--- src/inc/dpll_ctrl_pkg.sv ---
// Shared constants and types for the DPLL mode and state controller
package dpll_ctrl_pkg;

    // Operating states
    typedef enum logic [2:0] {
        state_freerun    = 3'b000,
        state_normal     = 3'b001,
        state_auto_hold  = 3'b010,
        state_hold       = 3'b011,
        state_short_hold = 3'b100
    } op_state_type;

    // Mode-select pin codes
    localparam logic [1:0] MODE_NORMAL   = 2'h0;
    localparam logic [1:0] MODE_HOLD     = 2'h1;
    localparam logic [1:0] MODE_FREERUN  = 2'h2;
    localparam logic [1:0] MODE_RESERVED = 2'h3;

    // Reference frequency codes
    typedef enum logic [1:0] {
        freq_reserved = 2'b00,
        freq_8k       = 2'b01,
        freq_1544k    = 2'b10,
        freq_2048k    = 2'b11
    } ref_freq_type;

    // Timing figures
    localparam int CLK_PERIOD_NS    = 10;
    localparam int SAVE_PERIOD_MS   = 30;
    localparam int MON_PERIOD_MS    = 2000;
    localparam int LOCK_MAX_MS      = 30000;
    localparam int QUICK_LOCK_MS    = 500;
    localparam int SAVE_CYCLES      = SAVE_PERIOD_MS * 1000000 / CLK_PERIOD_NS;
    localparam int MON_CYCLES       = MON_PERIOD_MS * 1000000 / CLK_PERIOD_NS;
    // Thirty seconds of cycles overflows a 32-bit signed int, so this one is wider
    localparam longint LOCK_MAX_CYCLES = longint'(LOCK_MAX_MS) * 1000000 / CLK_PERIOD_NS;
    localparam int QUICK_LOCK_CYC   = QUICK_LOCK_MS * 1000000 / CLK_PERIOD_NS;

    // Reset values
    localparam logic RST_STEP_FIX = 1'b0;

    // Status outputs grouped
    typedef struct packed {
        logic normal;
        logic hold;
        logic freerun;
    } status_type;

endpackage

--- src/hw/dpll_mode_state_control.sv ---
// Mode and state controller of a dual-reference DPLL
`timescale 1ns/10ps

module dpll_mode_state_control
    import dpll_ctrl_pkg::*;
#(
    parameter int WORD_W      = 32,
    parameter int SAVE_CYC    = SAVE_CYCLES,
    parameter int MON_CYC     = MON_CYCLES,
    parameter longint LOCK_CYC = LOCK_MAX_CYCLES,
    parameter int QLOCK_CYC   = QUICK_LOCK_CYC
) (
    // Clock and reset
    input  wire logic              i_clk,
    input  wire logic              i_rst,
    // Mode and control pins
    input  wire logic              i_op_state_pick_hi,
    input  wire logic              i_op_state_pick_lo,
    input  wire logic              i_phase_step_fix_on,
    input  wire logic              i_quick_lock_req,
    input  wire logic              i_ref_freq_pick_hi,
    input  wire logic              i_ref_freq_pick_lo,
    input  wire logic              i_ref_select,
    // Frame pulse and references
    input  wire logic              i_frame_pulse_8k,
    input  wire logic              i_ref_in_a,
    input  wire logic              i_ref_in_b,
    // Loop status from datapath
    input  wire logic              i_ref_invalid,
    input  wire logic              i_ref_off_12ppm,
    input  wire logic              i_loop_locked,
    input  wire logic [WORD_W-1:0] i_freq_word,
    // Outputs
    output logic                   o_normal,
    output logic                   o_hold,
    output logic                   o_freerun,
    output logic                   o_phase_step_fix_en,
    output logic                   o_quick_lock_active,
    output logic                   o_use_master_osc,
    output logic                   o_ref_sel,
    output logic                   o_ref_fall,
    output logic [1:0]             o_ref_freq,
    output logic                   o_ref_freq_valid,
    output logic                   o_ref_off_freq_flag,
    output logic [WORD_W-1:0]      o_hold_word,
    output logic                   o_lock_timeout,
    output logic [2:0]             o_state
);

    initial begin
        if (WORD_W < 1 || SAVE_CYC < 1 || MON_CYC < 1 || LOCK_CYC < 1 || QLOCK_CYC < 1
            || LOCK_CYC > 64'hFFFFFFFF) begin
            $error("dpll_mode_state_control: bad parameter");
        end
    end

    // Registers
    op_state_type      state_q, state_d;
    logic              frame_q;
    logic              sel_q;
    logic              sel_seen_q;
    logic              sel_trans_q;
    logic              fix_q, fix_d;
    logic [1:0]        freq_q;
    logic              ref_a_q, ref_b_q;
    logic              fall_q;
    logic              mon_q;
    logic [31:0]       save_cnt_q;
    logic [31:0]       mon_cnt_q;
    logic [31:0]       lock_cnt_q;
    logic              slot_q;
    logic [WORD_W-1:0] slot0_q, slot1_q;
    logic [WORD_W-1:0] hold_word_q;
    logic              ref_sel_q;

    // Decode
    wire [1:0] mode_pins  = {i_op_state_pick_hi, i_op_state_pick_lo};
    wire       frame_rise = i_frame_pulse_8k & ~frame_q;
    wire       sel_change = sel_seen_q & (i_ref_select != sel_q);
    wire       trans_any  = sel_trans_q | sel_change;
    wire       save_tick  = (save_cnt_q == 32'(SAVE_CYC - 1));
    wire       mon_tick   = (mon_cnt_q == 32'(MON_CYC - 1));
    wire       in_normal  = (state_q == state_normal);
    wire [31:0] lock_limit = i_quick_lock_req ? 32'(QLOCK_CYC) : 32'(LOCK_CYC);
    wire [WORD_W-1:0] older_word = slot_q ? slot1_q : slot0_q;
    wire       cur_ref    = ref_sel_q ? i_ref_in_b : i_ref_in_a;
    wire       prev_ref   = ref_sel_q ? ref_b_q : ref_a_q;

    // Next state
    always_comb begin
        state_d = state_q;
        if (frame_rise) begin
            case (state_q)
                state_normal: begin
                    if (i_ref_invalid) begin
                        state_d = state_auto_hold;
                    end else if (trans_any) begin
                        state_d = state_short_hold;
                    end else if (mode_pins == MODE_HOLD) begin
                        state_d = state_hold;
                    end else if (mode_pins == MODE_FREERUN) begin
                        state_d = state_freerun;
                    end
                end
                state_auto_hold: begin
                    if (trans_any) begin
                        state_d = state_short_hold;
                    end else if (!i_ref_invalid) begin
                        state_d = state_normal;
                    end
                end
                state_short_hold: begin
                    if (!trans_any) begin
                        state_d = state_normal;
                    end
                end
                state_hold: begin
                    if (mode_pins == MODE_NORMAL) begin
                        state_d = state_normal;
                    end else if (mode_pins == MODE_FREERUN) begin
                        state_d = state_freerun;
                    end
                end
                state_freerun: begin
                    if (mode_pins == MODE_NORMAL) begin
                        state_d = state_normal;
                    end else if (mode_pins == MODE_HOLD) begin
                        state_d = state_hold;
                    end
                end
                default: begin
                    state_d = state_freerun;
                end
            endcase
        end
    end

    // Phase-step correction enable
    always_comb begin
        fix_d = fix_q;
        if (state_d != state_q) begin
            // Only a return from a holdover state may keep correction on
            if (state_d == state_normal && state_q != state_freerun) begin
                fix_d = i_phase_step_fix_on;
            end else begin
                fix_d = 1'b0;
            end
        end else if (in_normal) begin
            fix_d = i_phase_step_fix_on;
        end
    end

    // State, select tracking and correction enable
    always_ff @(posedge i_clk) begin
        if (i_rst) begin
            state_q     <= state_freerun;
            frame_q     <= 1'b0;
            sel_q       <= 1'b0;
            sel_seen_q  <= 1'b0;
            sel_trans_q <= 1'b0;
            fix_q       <= RST_STEP_FIX;
            ref_sel_q   <= 1'b0;
        end else begin
            state_q    <= state_d;
            frame_q    <= i_frame_pulse_8k;
            sel_q      <= i_ref_select;
            sel_seen_q <= 1'b1;
            fix_q      <= fix_d;
            // Transient held until the next frame edge so it is not missed
            if (sel_change) begin
                sel_trans_q <= 1'b1;
            end else if (frame_rise) begin
                sel_trans_q <= 1'b0;
            end
            // Switch reference only once the select pin has settled
            if (frame_rise && !trans_any && state_q != state_auto_hold) begin
                ref_sel_q <= sel_q;
            end
        end
    end

    // Frequency select latched at reset release only
    always_ff @(posedge i_clk) begin
        if (i_rst) begin
            freq_q <= 2'h0;
        end else if (!sel_seen_q) begin
            freq_q <= {i_ref_freq_pick_hi, i_ref_freq_pick_lo};
        end
    end

    // Reference falling edge detection
    always_ff @(posedge i_clk) begin
        if (i_rst) begin
            ref_a_q <= 1'b0;
            ref_b_q <= 1'b0;
            fall_q  <= 1'b0;
        end else begin
            ref_a_q <= i_ref_in_a;
            ref_b_q <= i_ref_in_b;
            fall_q  <= prev_ref & ~cur_ref & (state_q != state_freerun);
        end
    end

    // Holdover word storage, two slots alternated every save period
    always_ff @(posedge i_clk) begin
        if (i_rst) begin
            save_cnt_q  <= 32'h0;
            slot_q      <= 1'b0;
            slot0_q     <= '0;
            slot1_q     <= '0;
            hold_word_q <= '0;
        end else begin
            if (!in_normal || !i_loop_locked || save_tick) begin
                save_cnt_q <= 32'h0;
            end else begin
                save_cnt_q <= save_cnt_q + 32'h1;
            end
            if (in_normal && i_loop_locked && save_tick) begin
                if (slot_q) begin
                    slot1_q <= i_freq_word;
                end else begin
                    slot0_q <= i_freq_word;
                end
                slot_q <= ~slot_q;
            end
            // Older slot is the one about to be overwritten next
            if (in_normal && state_d != state_normal && state_d != state_freerun) begin
                hold_word_q <= older_word;
            end
        end
    end

    // Off-frequency monitor, refreshed per period
    always_ff @(posedge i_clk) begin
        if (i_rst) begin
            mon_cnt_q <= 32'h0;
            mon_q     <= 1'b0;
        end else begin
            mon_cnt_q <= mon_tick ? 32'h0 : mon_cnt_q + 32'h1;
            if (mon_tick) begin
                mon_q <= i_ref_off_12ppm;
            end
        end
    end

    // Lock deadline tracking in Normal
    always_ff @(posedge i_clk) begin
        if (i_rst || !in_normal || i_loop_locked) begin
            lock_cnt_q <= 32'h0;
        end else if (lock_cnt_q != lock_limit) begin
            lock_cnt_q <= lock_cnt_q + 32'h1;
        end
    end

    // Outputs
    assign o_normal            = in_normal;
    assign o_hold              = (state_q == state_hold) || (state_q == state_auto_hold)
                                 || (state_q == state_short_hold);
    assign o_freerun           = (state_q == state_freerun);
    assign o_use_master_osc    = o_freerun;
    assign o_phase_step_fix_en = fix_q;
    assign o_quick_lock_active = in_normal & i_quick_lock_req;
    assign o_ref_sel           = ref_sel_q;
    assign o_ref_fall          = fall_q;
    assign o_ref_freq          = freq_q;
    assign o_ref_freq_valid    = (freq_q != 2'(freq_reserved));
    assign o_ref_off_freq_flag = mon_q;
    assign o_hold_word         = hold_word_q;
    assign o_lock_timeout      = in_normal && (lock_cnt_q == lock_limit);
    assign o_state             = state_q;

endmodule

--- config.mk ---
export PLATFORM = sky130hd
export DESIGN_NAME = dpll_mode_state_control
export DESIGN_NICKNAME = d
export VERILOG_FILES = /design/src/inc/dpll_ctrl_pkg.sv /design/src/hw/dpll_mode_state_control.sv
export SDC_FILE = /design/constraint.sdc
export NUM_CORES = 1
export LEC_CHECK = 0
export BUFFER_PORTS_ARGS = -buffer_cell sky130_fd_sc_hd__clkbuf_2
export CORE_ASPECT_RATIO = 0.75
export CORE_MARGIN = 2
export CORE_UTILIZATION = 30
export DETAILED_ROUTE_END_ITERATION = 8
export GPL_TIMING_DRIVEN = 1
export PLACE_DENSITY_LB_ADDON = 0.08
export SLEW_MARGIN = 20
export SYNTH_ARGS = -nofsm -noshare
export SYNTH_HDL_FRONTEND = slang
export SYNTH_SLANG_ARGS = --single-unit
export TNS_END_PERCENT = 20
--- constraint.sdc ---
create_clock -name i_clk -period 2.79 [get_ports i_clk]
set_input_delay 0.1395 -clock i_clk [delete_from_list [all_inputs] [get_ports i_clk]]
set_output_delay 0.1395 -clock i_clk [all_outputs]
set_load 0.02 [all_outputs]
==> summary.json <==
{
  "synthesis.area_mm2": 0.00892,
  "placementRows": 54,
  "syn_to_final_growth_pct": 22.4,
  "design.final.nets": 1210,
  "holdCritPathClass": "in2reg",
  "hold_violations": 0,
  "multi_input_logic_area_mm2": 0.00431,
  "wire_length_of_the_first_global_routing_pass_um": 35600,
  "layout.area.seq_mm2": 0.00417,
  "worst_setup_path_end_kind": "output port",
  "kind_of_start_point_of_the_critical_path": "register",
  "worst-r2r-cell-count": 7,
  "tritoncts_num_sinks": 208,
  "fill_cells": 3023,
  "drt-total-wl_um": 21400,
  "clk_transition_reported_paths_ns": 0.06,
  "cts_tree": "built",
  "synth_largest_area_cell": "dfxtp_1",
  "first_pass_iters": 4,
  "worst-endpoint-required_ns": 2.65,
  "die_area_mm2": 0.0311,
  "fmax_mhz": 381,
  "groute.usage.overall": 0.137,
  "power_density_mw_per_mm2": 588,
  "drcViolationCount": 0,
  "count_of_different_cell_masters_after_synthesis": 60,
  "r2r_slack_ns": 0.43,
  "cap_viol_max_count": 0,
  "cts-buffers-inserted": 24,
  "synth_flop_cell": "dfxtp_1",
  "io_buffers": 94,
  "hold_end": "slot_q",
  "leakage_uw": 0.00367,
  "finish.cell_count_without_fillers": 1564,
  "final-max-slew-violation-count": 0,
  "global_route.usage.met3": 0.0217,
  "setup_tns_final_ns": 0,
  "met2_usage": 0.210,
  "worst_skew_late_latency_ns": 0.50,
  "synth_cells": 1032,
  "routed-via-count": 7142,
  "cts.htree.levels": 1,
  "critical_path_arrival_ns": 2.49,
  "finalInstanceArea_mm2": 0.0109,
  "route.antenna.remaining_nets": 0,
  "timing_worst_setup_path_type": "reg2out",
  "min_path_cells": 4,
  "die_x_um": 203,
  "timing.hold.worst.start": "i_loop_locked",
  "placement.cell_area_mm2": 0.00973,
  "avgRoutedWirePerCell_um": 13.7,
  "dpl_cells": 1483,
  "cts.root.buffer_cell": "clkbuf_16",
  "core_area_mm2": 0.0292,
  "mapped_avg_cell_area_um2": 8.64,
  "place.gp.congestion": 0.723,
  "grt_overflow": 0,
  "slew-limit-headroom": 0.562,
  "top_usage_layer": "met2",
  "detail_route.iter0.violations": 363,
  "utilization": 0.374,
  "synth_edf_count": 0,
  "dp.final_hpwl_um": 13700,
  "vdd_ir_drop_max_v": 0.000399,
  "cts_max_path_bufs": 3,
  "netlist_top_cells_count": "208 x dfxtp_1, 179 x nand2_1, 159 x nor2_1, 62 x a21oi_1, 54 x xor2_1",
  "netlist_top_cells_area": "dfxtp_1 47%, nand2_1 7.5%, nor2_1 6.7%",
  "worst_r2r_startpoint": "mon_cnt_q[26]",
  "cts_setup_buffers": 0,
  "worst-path-max-fanout": 7,
  "post-synth-top-count-cell": "dfxtp_1",
  "grt_max_degree": 104,
  "min_period_over_period": 0.941,
  "antenna_found_initial": 0,
  "insertedDiodeCount": 0,
  "status": "completed",
  "synthArstFlopShare": 0,
  "drive_above_1_share": 0.154,
  "start_util": 0.306,
  "finalSetupViolCount": 0,
  "synth_fp_nets": 1083,
  "viasPerCell": 4.57,
  "use_met1": 0.202,
  "synth_seq_cells": 208,
  "timing.rr.end": "mon_cnt_q[16]",
  "grt_pass1_vias": 6903,
  "synthesis.yosys.warnings": 0,
  "finalClockSkew_ns": 0.0132,
  "max_slew.worst_pin.slew_ns": 0.657,
  "design.portCount": 95,
  "ys_seq_area_frac": 0.467,
  "yosysTopAreaCellShare": 0.467,
  "min_period_ns": 2.63,
  "vertical_die_dimension_um": 153,
  "rsz0062_at_grt": "no"
}
-- worst max-delay path by stage --
stage | slack [ns] | from | endpoint
CTS | 0.05 | lock_cnt_q[1] | o_lock_timeout
global route | 0.03 | lock_cnt_q[1] | o_lock_timeout
detailed placement | 0.43 | mon_cnt_q[26] | mon_cnt_q[17]
finish | 0.16 | lock_cnt_q[17] | o_lock_timeout
floorplan | 0.71 | save_cnt_q[0] | slot1_q[0]
global placement | 0.41 | mon_cnt_q[26] | mon_cnt_q[16]
-- stage by stage --
| step | setup slack (ns) | hold WS (ns) | power (µW) |
|---|---|---|---|
| after floorplan | 0.709 | 0.268 | 3270 |
| after global placement | 0.406 | 0.376 | 3390 |
| after detailed placement | 0.434 | 0.386 | 3390 |
| after CTS | 0.0464 | 0.0750 | 6560 |
| after global routing | 0.0342 | 0.131 | 6700 |
| final | 0.163 | 0.0897 | 6410 |
-- power breakdown --
group	internal, µW	leakage [µW]	switching (µW)	total [µW]
sequential	3000	0.00168	21.0	3020
clock	1840	0.000377	1210	3050
combinational	148	0.00161	201	348
total	4990	0.00367	1430	6410
-- state kept, by name (all words and copies together), names as in the netlist, 2 cells and up --
signal and flops:
mon_cnt_q 32, o_hold_word 32, lock_cnt_q 32, save_cnt_q 32, o_state 3, slot1_q 32
slot0_q 32, o_ref_freq 2
-- cells by family (layout without fill, tap and decap cells) --
| family | after synthesis | in the layout | share of synthesized area |
|---|---|---|---|
| buf+inv | 73 | 213 | 0.0501 |
| flops | 208 | 208 | 0.467 |
| mux | 37 | 37 | 0.0415 |
| fa+ha+maj | 4 | 4 | 0.00561 |
| compound gates | 134 | 134 | 0.0958 |
| xor+xnor | 87 | 87 | 0.0854 |
| simple gates | 489 | 489 | 0.255 |
-- routing by layer --
layer	up-vias	wire length (µm)	part of all wire
met5	-	0	0
met4	0	379	0.018
met3	27	688	0.032
met2	83	8820	0.41
met1	3283	11500	0.54
li1	3749	-	-
-- layout make-up --
type | instances | area share
timing repair buffer | 155 | 0.102
clock inverter | 6 | 0.00527
clock buffer | 33 | 0.0646
inverter | 19 | 0.00653
multi-input combinational | 751 | 0.395
sequential | 208 | 0.382
tap | 392 | 0.0449
-- worst max-delay path, stage by stage, from the launching register on --
cell and delay, ns:
dfxtp_1 0.37, or4_1 0.54, a2111oi_0 0.42, buf_4 0.17
nand3_1 0.07, buf_4 0.17, nor2_1 0.08, clkbuf_2 0.17
-- repair_timing --
item,CTS,global route
endpoints found under the hold margin,76,0
hold buffers,42,0
endpoints found under the setup margin,0,1
resized for setup,0,1
-- placed cells by master (no fill, tap or decap), drive strengths merged, types with 2 or more instances in the layout --
cell type    count
dlygate4sd3     42
a31oi            3
clkbuf         126
or4              2
nand3           45
nor2b            6
and3            10
a21oi           75
buf             20
ha               4
nand4           24
xnor2           33
dfxtp          208
nor4             9
nor4b            5
inv             19
and4             7
nand2          179
nand2b           2
or2              3
nor2           164
and2             5
nor3b            2
a211oi          34
nor3            13
xor2            54
mux2i           37
or3              9
o22ai            3
o21ai            8
clkinv           4
or4b             2
Note: power is estimated with default switching activity, not from simulation.
